`src/common/exec_pkg.sv`:
```
// Shared constants, opcodes and carriers for the instruction execute unit.
// Assumes a 32-bit Avalon-MM slave port with byte addresses.
package exec_pkg;
    localparam logic [7:0]  OFS_CMD      = 8'h00;
    localparam logic [7:0]  OFS_WORK     = 8'h04;
    localparam logic [7:0]  OFS_STATUS   = 8'h08;
    localparam logic [7:0]  OFS_PC       = 8'h0c;
    localparam logic [7:0]  OFS_STACK    = 8'h10;
    localparam logic [7:0]  OFS_WDOG     = 8'h14;
    localparam logic [7:0]  OFS_DMEM     = 8'h40;
    localparam int          ST_CARRY     = 0;
    localparam int          ST_HALF      = 1;
    localparam int          ST_ZERO      = 2;
    localparam int          ST_WRAP      = 3;
    localparam int          ST_SLEEP     = 4;
    localparam int          ST_EXPIRED   = 5;
    localparam int          ST_BUSY      = 6;
    localparam int          ST_HALTED    = 7;
    localparam logic [7:0]  PCL_ADDR     = 8'h02;
    localparam logic [3:0]  BCD_LIMIT    = 4'h9;
    localparam logic [3:0]  BCD_ADJUST   = 4'h6;
    localparam int          INSTR_CLKS   = 4;
    localparam int          BASE_CYCLES  = 1;
    localparam int          BRANCH_CYCLES = 2;
    localparam logic [7:0]  RST_WORK     = 8'h00;
    localparam logic [12:0] RST_PC       = 13'h0000;
    localparam logic [31:0] RST_CMD      = 32'h0000_0017;

    typedef enum logic [4:0] {
        add_with_carry_op = 5'b00000, add_with_carry_to_memory_op = 5'b00001, add_op = 5'b00010,
        add_immediate_op = 5'b00011, add_to_memory_op = 5'b00100, bitwise_and_op = 5'b00101,
        bitwise_and_immediate_op = 5'b00110, bitwise_and_to_memory_op = 5'b00111, call_op = 5'b01000,
        clear_byte_op = 5'b01001, clear_bit_op = 5'b01010, watchdog_clear_op = 5'b01011,
        watchdog_preclear_first_op = 5'b01100, watchdog_preclear_second_op = 5'b01101,
        invert_byte_op = 5'b01110, invert_byte_to_register_op = 5'b01111, decimal_adjust_op = 5'b10000,
        decrement_op = 5'b10001, decrement_to_register_op = 5'b10010, increment_op = 5'b10011,
        increment_to_register_op = 5'b10100, power_down_op = 5'b10101, jump_op = 5'b10110,
        no_op = 5'b10111
    } op_t;

    typedef struct packed {
        logic [2:0]  spare;
        logic [12:0] target;
        logic [7:0]  operand;
        logic [2:0]  bit_sel;
        op_t         op;
    } cmd_t;

    typedef struct packed {
        logic [7:0] res;
        logic       c;
        logic       h;
        logic       v;
    } alu_t;
endpackage : exec_pkg

```
`src/logic/instr_exec_unit.sv`:
```
// Execute unit for the add group through the unconditional jump.
// Assumes an Avalon-MM master on i_clk; data memory and stack live here.
//
// Register access over Avalon-MM and the address map were chosen for this implementation.
`timescale 1ns/1ns
`default_nettype none
module instr_exec_unit
    import exec_pkg::*;
#(
    parameter int STACK_DEPTH  = 16,
    parameter int DM_WORDS     = 16,
    parameter int WDT_PRESCALE = 256
) (
    input  wire logic        i_clk,
    input  wire logic        i_rst,
    input  wire logic [7:0]  i_address,
    input  wire logic        i_read,
    input  wire logic        i_write,
    input  wire logic [31:0] i_writedata,
    input  wire logic [3:0]  i_byteenable,
    output var  logic        o_waitrequest,
    output var  logic [31:0] o_readdata,
    output var  logic        o_halted
);
    localparam int DAW = $clog2(DM_WORDS);
    localparam int SAW = $clog2(STACK_DEPTH);

    function automatic logic [31:0] merge_be(input logic [31:0] old, input logic [31:0] wd,
                                             input logic [3:0] be);
        logic [31:0] m;
        m = {{8{be[3]}}, {8{be[2]}}, {8{be[1]}}, {8{be[0]}}};
        return (old & ~m) | (wd & m);
    endfunction : merge_be

    function automatic alu_t add8(input logic [7:0] a, input logic [7:0] b, input logic cin);
        logic [4:0] lo;
        logic [8:0] full;
        alu_t       r;
        lo = {1'b0, a[3:0]} + {1'b0, b[3:0]} + {4'h0, cin};
        full = {1'b0, a} + {1'b0, b} + {8'h00, cin};
        r.res = full[7:0];
        r.c = full[8];
        r.h = lo[4];
        r.v = (a[7] == b[7]) && (full[7] != a[7]);
        return r;
    endfunction : add8

    function automatic logic [8:0] bcd_fix(input logic [7:0] a, input logic h, input logic c);
        logic [3:0] lo;
        logic       adj;
        logic [4:0] hs;
        logic [3:0] hi;
        logic       co;
        if (a[3:0] > BCD_LIMIT || h) begin
            lo = a[3:0] + BCD_ADJUST;
            adj = ~h;
        end else begin
            lo = a[3:0];
            adj = 1'b0;
        end
        hs = {1'b0, a[7:4]} + {4'h0, adj};
        if (hs > {1'b0, BCD_LIMIT} || c) begin
            hi = 4'(a[7:4] + BCD_ADJUST + {3'h0, adj});
            co = 1'b1;
        end else begin
            hi = hs[3:0];
            co = c;
        end
        return {co, hi, lo};
    endfunction : bcd_fix

    logic [7:0]     work_register;
    logic           carry;
    logic           half_carry_flag;
    logic           zero;
    logic           signed_wrap_flag;
    logic           sleep_entered_flag;
    logic           watchdog_expired_flag;
    logic [12:0]    pc;
    logic [12:0]    stack [STACK_DEPTH];
    logic [SAW-1:0] sp;
    logic [7:0]     dmem [DM_WORDS];
    cmd_t           cmd;
    logic [4:0]     busy_cnt;
    logic [7:0]     watchdog_counter;
    logic [15:0]    prescale;
    logic           pre_first;
    logic           pre_second;

    // Bus decode
    wire        done       = ~o_waitrequest;
    wire        wr_done    = done & i_write;
    wire        sel_cmd    = i_address == OFS_CMD;
    wire        sel_work   = i_address == OFS_WORK;
    wire        sel_status = i_address == OFS_STATUS;
    wire        sel_pc     = i_address == OFS_PC;
    wire        sel_stack  = i_address == OFS_STACK;
    wire        sel_wdog   = i_address == OFS_WDOG;
    wire [7:0]  dm_off     = i_address - OFS_DMEM;
    wire        sel_dm     = (i_address >= OFS_DMEM) && ({1'b0, dm_off} < 9'(4 * DM_WORDS))
                             && (i_address[1:0] == 2'b00);
    wire [DAW-1:0] dm_bus_idx = dm_off[DAW+1:2];
    wire        busy       = busy_cnt != 5'h00;
    wire        cmd_blocked = i_write & sel_cmd & busy;
    wire        next_ack   = (i_read | i_write) & o_waitrequest & ~cmd_blocked;
    wire [31:0] wmerge_status = merge_be(32'h0000_0000, i_writedata, i_byteenable);
    wire        status_wr  = wr_done & sel_status & i_byteenable[0];
    wire [31:0] status_word = {24'h000000, o_halted, busy, watchdog_expired_flag, sleep_entered_flag,
                               signed_wrap_flag, zero, half_carry_flag, carry};
    wire [31:0] rd_mux =
        sel_cmd    ? 32'(cmd) :
        sel_work   ? {24'h000000, work_register} :
        sel_status ? status_word :
        sel_pc     ? {19'h00000, pc} :
        sel_stack  ? 32'(sp) :
        sel_wdog   ? {24'h000000, watchdog_counter} :
        sel_dm     ? {24'h000000, dmem[dm_bus_idx]} : 32'h0000_0000;

    // Instruction issue
    wire cmd_t     new_cmd = cmd_t'(merge_be(32'(cmd), i_writedata, i_byteenable));
    wire           go      = wr_done & sel_cmd & ~o_halted;
    wire [DAW-1:0] m_idx   = new_cmd.operand[DAW-1:0];
    wire [7:0]     dm_rd   = dmem[m_idx];
    wire alu_t     s_adc   = add8(work_register, dm_rd, carry);
    wire alu_t     s_add   = add8(work_register, dm_rd, 1'b0);
    wire alu_t     s_addi  = add8(work_register, new_cmd.operand, 1'b0);
    wire [8:0]     s_bcd   = bcd_fix(work_register, half_carry_flag, carry);

    logic [7:0]  next_work;
    logic [7:0]  next_mem;
    logic        mem_we;
    logic        next_c;
    logic        next_h;
    logic        next_z;
    logic        next_v;
    logic [12:0] next_pc;
    logic        push;
    logic        wdt_clr;
    logic        flag_clr;
    logic        enter_sleep;
    logic        next_first;
    logic        next_second;
    int          cycles;
    alu_t        sum;

    always_comb begin
        next_work = work_register;
        next_mem = dm_rd;
        mem_we = 1'b0;
        next_c = carry;
        next_h = half_carry_flag;
        next_z = zero;
        next_v = signed_wrap_flag;
        next_pc = 13'(pc + 13'h0001);
        push = 1'b0;
        wdt_clr = 1'b0;
        flag_clr = 1'b0;
        enter_sleep = 1'b0;
        next_first = pre_first;
        next_second = pre_second;
        cycles = BASE_CYCLES;
        sum = s_add;
        case (new_cmd.op)
            add_with_carry_op, add_with_carry_to_memory_op: begin
                sum = s_adc;
            end
            add_immediate_op: begin
                sum = s_addi;
            end
            default: begin
                sum = s_add;
            end
        endcase
        case (new_cmd.op)
            add_with_carry_op, add_op, add_immediate_op: begin
                next_work = sum.res;
                {next_c, next_h, next_v} = {sum.c, sum.h, sum.v};
                next_z = sum.res == 8'h00;
            end
            add_with_carry_to_memory_op, add_to_memory_op: begin
                next_mem = sum.res;
                mem_we = 1'b1;
                {next_c, next_h, next_v} = {sum.c, sum.h, sum.v};
                next_z = sum.res == 8'h00;
            end
            bitwise_and_op: begin
                next_work = work_register & dm_rd;
                next_z = next_work == 8'h00;
            end
            bitwise_and_immediate_op: begin
                next_work = work_register & new_cmd.operand;
                next_z = next_work == 8'h00;
            end
            bitwise_and_to_memory_op: begin
                next_mem = work_register & dm_rd;
                mem_we = 1'b1;
                next_z = next_mem == 8'h00;
            end
            call_op: begin
                push = 1'b1;
                next_pc = new_cmd.target;
                cycles = BRANCH_CYCLES;
            end
            clear_byte_op: begin
                next_mem = 8'h00;
                mem_we = 1'b1;
            end
            clear_bit_op: begin
                next_mem = dm_rd & ~(8'h01 << new_cmd.bit_sel);
                mem_we = 1'b1;
            end
            watchdog_clear_op: begin
                wdt_clr = 1'b1;
                flag_clr = 1'b1;
            end
            watchdog_preclear_first_op, watchdog_preclear_second_op: begin
                if (new_cmd.op == watchdog_preclear_first_op ? pre_second : pre_first) begin
                    wdt_clr = 1'b1;
                    flag_clr = 1'b1;
                    next_first = 1'b0;
                    next_second = 1'b0;
                end else if (new_cmd.op == watchdog_preclear_first_op) begin
                    next_first = 1'b1;
                end else begin
                    next_second = 1'b1;
                end
            end
            invert_byte_op: begin
                next_mem = ~dm_rd;
                mem_we = 1'b1;
                next_z = next_mem == 8'h00;
            end
            invert_byte_to_register_op: begin
                next_work = ~dm_rd;
                next_z = next_work == 8'h00;
            end
            decimal_adjust_op: begin
                next_mem = s_bcd[7:0];
                mem_we = 1'b1;
                next_c = s_bcd[8];
            end
            decrement_op: begin
                next_mem = 8'(dm_rd - 8'h01);
                mem_we = 1'b1;
                next_z = next_mem == 8'h00;
            end
            decrement_to_register_op: begin
                next_work = 8'(dm_rd - 8'h01);
                next_z = next_work == 8'h00;
            end
            increment_op: begin
                next_mem = 8'(dm_rd + 8'h01);
                mem_we = 1'b1;
                next_z = next_mem == 8'h00;
            end
            increment_to_register_op: begin
                next_work = 8'(dm_rd + 8'h01);
                next_z = next_work == 8'h00;
            end
            power_down_op: begin
                enter_sleep = 1'b1;
                wdt_clr = 1'b1;
            end
            jump_op: begin
                next_pc = new_cmd.target;
                cycles = BRANCH_CYCLES;
            end
            default: begin
                next_work = work_register;
            end
        endcase
        if (mem_we && m_idx == DAW'(PCL_ADDR)) begin
            next_pc = {pc[12:8], next_mem};
            cycles = cycles + 1;
        end
    end

    // Watchdog prescaler and counter
    wire tick     = prescale == 16'(WDT_PRESCALE - 1);
    wire wdt_ovf  = tick & (watchdog_counter == 8'hff);
    wire wdt_zero = go & wdt_clr;

    always_ff @(posedge i_clk) begin
        if (i_rst || wdt_zero) begin
            prescale <= 16'h0000;
            watchdog_counter <= 8'h00;
        end else begin
            prescale <= tick ? 16'h0000 : 16'(prescale + 16'h0001);
            watchdog_counter <= tick ? 8'(watchdog_counter + 8'h01) : watchdog_counter;
        end
    end

    always_ff @(posedge i_clk) begin
        if (i_rst) begin
            watchdog_expired_flag <= 1'b0;
            sleep_entered_flag <= 1'b0;
            o_halted <= 1'b0;
        end else begin
            if (wdt_ovf) begin
                watchdog_expired_flag <= 1'b1;
            end else if (go && (flag_clr || enter_sleep)) begin
                watchdog_expired_flag <= 1'b0;
            end
            if (go && enter_sleep) begin
                sleep_entered_flag <= 1'b1;
            end else if (go && flag_clr) begin
                sleep_entered_flag <= 1'b0;
            end
            if (go && enter_sleep) begin
                o_halted <= 1'b1;
            end else if (wdt_ovf || (status_wr && !wmerge_status[ST_HALTED])) begin
                o_halted <= 1'b0;
            end
        end
    end

    // Architectural state
    always_ff @(posedge i_clk) begin
        if (i_rst) begin
            work_register <= RST_WORK;
            {carry, half_carry_flag, zero, signed_wrap_flag} <= 4'h0;
            pc <= RST_PC;
            sp <= '0;
            cmd <= cmd_t'(RST_CMD);
            pre_first <= 1'b0;
            pre_second <= 1'b0;
        end else if (go) begin
            work_register <= next_work;
            {carry, half_carry_flag, zero, signed_wrap_flag} <= {next_c, next_h, next_z, next_v};
            pc <= next_pc;
            sp <= push ? SAW'(sp + 1'b1) : sp;
            cmd <= new_cmd;
            pre_first <= next_first;
            pre_second <= next_second;
        end else begin
            if (wr_done && sel_work && i_byteenable[0]) begin
                work_register <= i_writedata[7:0];
            end
            if (status_wr) begin
                {signed_wrap_flag, zero, half_carry_flag, carry} <= wmerge_status[ST_WRAP:ST_CARRY];
            end
            if (wr_done && sel_pc) begin
                pc <= 13'(merge_be({19'h00000, pc}, i_writedata, i_byteenable));
            end
        end
    end

    always_ff @(posedge i_clk) begin
        if (go && push) begin
            stack[sp] <= 13'(pc + 13'h0001);
        end
        if (go && mem_we) begin
            dmem[m_idx] <= next_mem;
        end else if (wr_done && sel_dm && i_byteenable[0]) begin
            dmem[dm_bus_idx] <= i_writedata[7:0];
        end
    end

    // Instruction timing and bus handshake
    always_ff @(posedge i_clk) begin
        if (i_rst) begin
            busy_cnt <= 5'h00;
            o_waitrequest <= 1'b1;
            o_readdata <= 32'h0000_0000;
        end else begin
            if (go) begin
                busy_cnt <= 5'(INSTR_CLKS * cycles - 1);
            end else if (busy) begin
                busy_cnt <= 5'(busy_cnt - 5'h01);
            end
            o_waitrequest <= ~next_ack;
            o_readdata <= next_ack ? rd_mux : o_readdata;
        end
    end

    wire [7:0]  chk_adc   = 8'(work_register + dm_rd + {7'h00, carry});
    wire        op_adc    = go && new_cmd.op == add_with_carry_op;
    wire        op_add_to_memory_op   = go && new_cmd.op == add_to_memory_op;
    wire        op_and    = go && new_cmd.op == bitwise_and_op;
    wire        op_call   = go && new_cmd.op == call_op;
    wire        op_jump   = go && new_cmd.op == jump_op;
    wire        op_wclr   = go && new_cmd.op == watchdog_clear_op;
    wire        op_pre1   = go && new_cmd.op == watchdog_preclear_first_op;
    wire        op_halt   = go && new_cmd.op == power_down_op;
    wire        op_bcd    = go && new_cmd.op == decimal_adjust_op;
    wire        pcl_plain = go && mem_we && m_idx == DAW'(PCL_ADDR) && cycles == BASE_CYCLES + 1;
    wire [12:0] chk_tgt   = new_cmd.target;
    wire [12:0] stack_top = stack[SAW'(sp - 1'b1)];
endmodule : instr_exec_unit
`default_nettype wire

```
`config.mk`:
```
export PLATFORM = sky130hd
export DESIGN_NAME = instr_exec_unit
export DESIGN_NICKNAME = d
export VERILOG_FILES = /design/src/common/exec_pkg.sv /design/src/logic/instr_exec_unit.sv
export SDC_FILE = /design/constraint.sdc
export NUM_CORES = 1
export LEC_CHECK = 0
export BUFFER_PORTS_ARGS = -buffer_cell sky130_fd_sc_hd__buf_2
export CORE_MARGIN = 2
export CORE_UTILIZATION = 62
export DETAILED_ROUTE_END_ITERATION = 12
export GPL_TIMING_DRIVEN = 0
export PLACE_DENSITY = 0.81
export SKIP_LAST_GASP = 1
export SYNTH_ARGS = -nofsm -noshare
export SYNTH_HDL_FRONTEND = slang
export SYNTH_SLANG_ARGS = --single-unit
```
`constraint.sdc`:
```
create_clock -name i_clk -period 5.5 [get_ports i_clk]
set_input_delay 0.55 -clock i_clk [delete_from_list [all_inputs] [get_ports i_clk]]
set_output_delay 0.55 -clock i_clk [all_outputs]
set_load 0.05 [all_outputs]
```
==> Word level (Yosys, flattened, before mapping) <==
Memories as Yosys holds them, arrays and structs flattened.
Cells that the tools add are included.
{ "totals": {"ff_bits": 128, "mem_bits_rw": 128, "inputBits": 48, "n_memories": 1} }
{ "classes": {"add_sub_neg": 20, "order_cmp": 4, "n_eq_ne": 42, "shifts": 1, "muxes": 61, "bitwise_logic": 28, "n_reduce_logical": 62} }
{ "memory_table": {"columns": ["name", "depth", "word_bits", "rd", "rd_ports_with_merged_regs", "write_ports", "line_no", "rtl"], "rows": [
  ["dmem", 16, 8, 2, 0, 1, "instr_exec_unit.sv:82", "logic [7:0] dmem [DM_WORDS];"]
]} }
{ "op_table": {"columns": ["operator", "count"], "rows": [
  ["13-bit 2-to-1 mux", 7],
  ["32-bit bitwise AND", 2],
  ["8-bit case mux with 8 select lines", 1],
  ["8-bit logical NOT", 7],
  ["8-bit 2-to-1 mux", 6],
  ["8-bit case mux with 6 select lines", 1],
  ["5-bit by 4-bit equality test with 1-bit output, second input constant", 8],
  ["5-bit equality test, second input constant", 7],
  ["1-bit 2-to-1 mux", 33],
  ["32-bit 2-to-1 mux", 1],
  ["32-bit NOT", 1],
  ["32-bit OR", 1],
  ["8-bit bitwise AND", 3],
  ["11-bit case mux with 2 select lines", 1],
  ["5-bit by 3-bit equality test with 1-bit output, second input constant", 4],
  ["2-bit OR reduction", 10],
  ["8-bit by 8-bit adder with 9-bit output", 2],
  ["16-bit by 1-bit adder with 16-bit output, second input constant", 1],
  ["8-bit by 1-bit adder with 8-bit output, second input constant", 2],
  ["16-bit by 8-bit equality test with 1-bit output, second input constant", 1],
  ["8-bit by 4-bit equality test with 1-bit output, second input constant", 2],
  ["8-bit by 5-bit equality test with 1-bit output, second input constant", 2],
  ["1-bit logical AND", 16],
  ["8-bit NOT", 2],
  ["53 further kinds", 97]
]} }

==> Logic depth before layout (Yosys ltp) <==
An unclocked memory read counts as a cell.
{ "depth": {"word_depth": 12, "mapped_depth": 22} }

==> Worst setup path after synthesis <==
Ideal clock, no wire load.
{ "synth_path": {"path_kind": "input to register", "start": "in i_byteenable[1]", "end": "mem dmem[0][4] (data pin)", "setup_time_ns": 0.335, "arrival_time_ns": 4.590, "required_ns": 5.165, "path_slack_ns": 0.576, "stages": 21, "path_buffers": 3, "path_cell_list": "buf_6 nor2b_1 clkbuf_1 buf_2 a22oi_1 o22ai_1 o21ai_0 o311a_1 ha_1 inv_1 fa_1 nand2b_1 nand2b_1 a21o_1 xor2_1 xor2_1 a222oi_1 nor2_1 a2111o_1 a221oi_1 o21ai_1"} }
{ "synth_via": {"elab_chain_len": 9, "word_cells_on_any_way": 16, "classes_between": "add/sub (5); mux (3); bitwise (7); memory (1)"} }
{ "synth_lines": {"columns": ["item", "line_no", "rtl"], "rows": [
  ["start, declared", "instr_exec_unit.sv:20", "input wire logic [3:0] i_byteenable,"],
  ["32-bit NOT", null, null],
  ["32-bit bitwise AND", "instr_exec_unit.sv:32", "return (old & ~m) | (wd & m);"],
  ["32-bit OR (*)", "instr_exec_unit.sv:32", null],
  ["memory read 16 x 8 bit", null, null],
  ["8-bit by 8-bit adder with 9-bit output", "instr_exec_unit.sv:40", "full = {1'b0, a} + {1'b0, b} + {8'h00, cin};"],
  ["9-bit by 1-bit adder with 9-bit output", "instr_exec_unit.sv:40", null],
  ["11-bit case mux with 2 select lines", "instr_exec_unit.sv:163", "case (new_cmd.op)"],
  ["8-bit case mux with 8 select lines (*)", "instr_exec_unit.sv:174", "case (new_cmd.op)"],
  ["8-bit 2-to-1 mux (no line) (*)", null, null],
  ["end, declared", "instr_exec_unit.sv:82", null]
]} }
Mark *: on every way between the ends. The rest lies on a longest branch, timed or not.

==> Final worst setup path <==
{ "layout_path": {"start": "reg cmd[10] in the netlist's numbering", "end": "mem dmem[8][7] (data pin)"} }
{ "layout_via": {"elab_chain_len": 8, "word_cells_on_any_way": 14, "classes_between": "add/sub (5); mux (3); bitwise (5); memory (1)"} }
{ "layout_lines": {"columns": ["item", "line_no", "rtl"], "rows": [
  ["start, declared", "instr_exec_unit.sv:83", "cmd_t cmd;"],
  ["start signal, assigned", "instr_exec_unit.sv:324", "cmd <= cmd_t'(RST_CMD);"],
  ["start signal, assigned", "instr_exec_unit.sv:332", "cmd <= new_cmd;"],
  ["32-bit bitwise AND (*)", "instr_exec_unit.sv:32", null],
  ["32-bit OR (*)", "instr_exec_unit.sv:32", null],
  ["memory read 16 x 8 bit", null, null],
  ["8-bit by 8-bit adder with 9-bit output", "instr_exec_unit.sv:40", null],
  ["9-bit by 1-bit adder with 9-bit output", "instr_exec_unit.sv:40", null],
  ["11-bit case mux with 2 select lines", "instr_exec_unit.sv:163", null],
  ["8-bit case mux with 8 select lines (*)", "instr_exec_unit.sv:174", null],
  ["8-bit 2-to-1 mux (no line) (*)", null, null]
]} }
Marked as above.

==> results.ini <==
[run_status]
outcome=finished with violations
failed_checks=max-capacitance violations, max-slew violations

[worst_setup_path]
start_kind=register
timing.rr.end=dmem[8][7]$_DFFE_PP_
path_cells=mux2i_2 -> buf_2 -> nor3_1 -> o311ai_4 -> inv_2 -> ha_1 -> o21ai_0 -> a21oi_1 -> o21a_1 -> o21ai_0 -> nor3_2 -> xor2_1 -> a222oi_1 -> buf_4 -> nor2_1 -> a211oi_2 -> o21ai_4 -> buf_12
rr_worst_depth=18
worstPathRequired_ns=5.81
crit_slowest_cell=o311ai_4
crit_fanout=16
critical-path-top-delay-family=compound AO/OA/AOI/OAI gates
r2r_start=cmd[10]$_SDFFE_PP0P_
regToRegSetupSlack_ns=0.13
endpoint_kind=register
critPathMaxStageDelay_ns=0.59
critical_path_buf_inv_count=4
cp.arrival_ns=5.68
crit_top_cell=o21ai_0
path_class=register to register

[placed_design]
hpwl_mm=42.3
port_buffers=75
pre_cts_slack_ns=-1.53
gp_congestion=1.01

[sta]
whs_ns=0.261
finClkSkew_ns=0.0281
layout_min_cycle_time_ns=5.37
fin_ws_ns=0.132
setup_violations=0
timing_worst_slew_pin_value_ns=1.49
drv_slew=1
hold_viol_final=0
fin_crit_sh_pct=97.6
slew_headroom_pct=-0.547
fmax_ghz=0.186

[clocking]
cts-htree-levels=1
clkTransAtPathRegs_ns=0.06
clockBufferDepth=3
clock_latency_ns=0.57
cts_tree=done
cts-root-buf=clkbuf_16
ctsHoldBuffers=0
cts_buffers=27
cts_sinks=256

[global_routing]
grt_use_total_pct=42.6
gr-total-overflow=0
grt_start_max_net_pins=17
grt_antenna_before_repair=1
grt_pass1_vias=14400
grt_first_pass_wirelength_mm=85.1

[logic_synthesis]
synth_edf_count=128
yosysUniqueCellTypes=88
synth.cell_area_um2=15800
async_flop_share_pct=0
postSynthCellCount=1630
ys_ff_latch=256
synth_ff_type=edfxtp_1
avgSynthCellArea_um2=9.69
syn-num-nets=1715
ys_warn_count=0
yosysSeqAreaShare_pct=40.5

[die]
initial_core_util_pct=62.9
die_y_um=164
core-area_um2=25100
die_w_um=164
pin_count=82
die-area_um2=26800
core.rowCount=58

[routing]
wl_per_cell_um=27.7
vias_per_cell=7.22
final_antenna_net_count=0
drt_iter0_drc=2419
dr_total_vias=15100
wl_mm=58.0
drc=0
first_pass_iters=9

[power_and_ir_drop]
power_density_nw_per_um2=269
finalPower_w=0.00480
ir_drop_mv=0.346
p_leak_nw=6.39

[cells_and_area]
area_growth_pct=12.7
nNetsFinal=1831
final_core_utilization_pct=70.9
diodes=0
drive_above_1_share_pct=16.1

[hold_path]
hold_start=i_writedata[31]
hold_class=input port to register
whs_path_depth=3

[job]
cap_violations=1

[synth_stat cells, types with 6 or more instances]
master     count  share of area, %
nor2_1       150               3.6
dfxtp_1      128                16
edfxtp_1     128                24
nand2_1      125               3.0
a21oi_1      115               3.6
nand2b_1      77               3.0
o21ai_0       71               2.2
clkbuf_1      62               1.5
mux2i_1       57               3.6
nand3_1       55               1.7
mux4_2        48               6.8
a22oi_1       45               2.1
nor3_1        38               1.2
ha_1          35               2.8
xnor2_1       34               1.9
xor2_1        32               1.8
inv_1         30              0.71
o22ai_1       25              0.99
a22o_1        23               1.3
a221oi_1      21               1.2
buf_2         21              0.67
a211oi_1      19              0.90
a31oi_1       18              0.71
and3_1        16              0.63
o211ai_1      15              0.71
or3_1         15              0.59
mux2_2        12              0.86
nor4_1        12              0.48
buf_1         11              0.26
a211o_1        9              0.50
a21o_1         9              0.43
nand3b_1       9              0.43
nand4_1        9              0.36
a2111oi_0      8              0.44
nor2b_1        8              0.32
nor3b_1        8              0.38
a222oi_1       7              0.44
o21ai_1        7              0.22
o31ai_1        7              0.33
or2_2          7              0.28
and2_1         6              0.24
[sequential cells by signal (all words and copies together) (netlist names), named ones only]
name                   cells
watchdog_expired_flag      1
sleep_entered_flag         1
half_carry_flag            1
pre_first                  1
busy_cnt                   5
sp                         4
prescale                  16
cmd                       29
signed_wrap_flag           1
watchdog_counter           8
zero                       1
carry                      1
work_register              8
o_readdata                32
dmem                     128
o_waitrequest              1
o_halted                   1
pre_second                 1
[layout make-up]
type	count	area, um2
plain buffers	99	438
repair buffers	88	493
multi-input cells	1237	9000
well taps	330	413
clock inverters	13	143
clock buffers	37	771
fillers	1852	7300
inverters	37	145
flip-flops and latches	256	6410
[power breakdown]
part	switching, W	internal (W)	total [W]
clock network	0.000797	0.00109	0.00189
registers	0.0000196	0.00207	0.00209
logic	0.000542	0.000279	0.000821
[tightest hold or removal path, cell delays in order]
cell and delay, ns:
buf_2 0.10, nand3_1 0.05, a21oi_1 0.06
[how the worst max path moves through the flow]
stage,from,endpoint,slack [ns],cells past startpoint
2_1_floorplan,i_byteenable[1],dmem[0][4]$_DFFE_PP_,0.58,21
3_3_place_gp,i_byteenable[1],dmem[14][4]$_DFFE_PP_,-1.58,17
3_5_place_dp,i_byteenable[1],dmem[12][4]$_DFFE_PP_,-1.53,20
4_1_cts,cmd[10]$_SDFFE_PP0P_,dmem[8][7]$_DFFE_PP_,0.03,17
5_1_grt,cmd[8]$_SDFFE_PP0P_,dmem[7][4]$_DFFE_PP_,-0.005,19
6_report,cmd[10]$_SDFFE_PP0P_,dmem[8][7]$_DFFE_PP_,0.13,18
[cells by family after synthesis]
kind of cell	count (synthesis)	synth area share, %
multiplexers	120	11.7
AO/OA/AOI/OAI	457	19.9
adder cells (fa/ha/maj)	37	3.03
AND/OR/NAND/NOR	556	17.5
XOR/XNOR	67	3.76
buffers and inverters	137	3.63
flip-flops	256	40.5
[per-stage QoR]
stage | instance area (um2) | std cells | TNS, ns
6_report | 17800 | 2097 | 0
5_1_grt | 17800 | 2097 | -0.0327
4_1_cts | 17600 | 2090 | 0
3_5_place_dp | 16600 | 2036 | -108.94
3_3_place_gp | 16600 | 2035 | -121.51
2_1_floorplan | 15800 | 1630 | 0
[layer usage]
layer / track usage [%] / routed length (um)
met1: 53.4 / 20900
met2: 65.8 / 25400
met3: 8.25 / 6650
met4: 31.3 / 5160
met5: 0 / 0
[cells in the final DEF, fill, tap and decap left out, types with 9 or more instances in the layout]
cell       netlist  routed
a21o_1           9       9
clkbuf_1        62      63
and3_1          16      16
buf_1           11      11
mux2_2          12      12
edfxtp_1       128     128
buf_2           21      94
xor2_1          32      32
or3_1           15      15
a211oi_1        19      18
mux4_2          48      48
o21ai_0         71      67
nor4_1          12      12
dfxtp_1        128     126
a221oi_1        21      20
a211o_1          9       9
nor3_1          38      36
o22ai_1         25      25
nand4_1          9       9
nand2b_1        77      77
inv_1           30      29
nand3_1         55      55
a22oi_1         45      45
a22o_1          23      23
clkbuf_16        0      29
o211ai_1        15      15
ha_1            35      33
nand3b_1         9       9
mux2i_1         57      56
xnor2_1         34      33
a31oi_1         18      17
nor2_1         150     149
buf_4            3      15
a21oi_1        115     113
nand2_1        125     125
[what timing repair did]
item / CTS / global route
setup buffers: 5 / 7
setup endpoints to repair: 120 / 115
gates cloned: 0 / 0
pin swaps: 2 / 4
resized for setup: 17 / 24
Power figures use the tool's default switching activity.
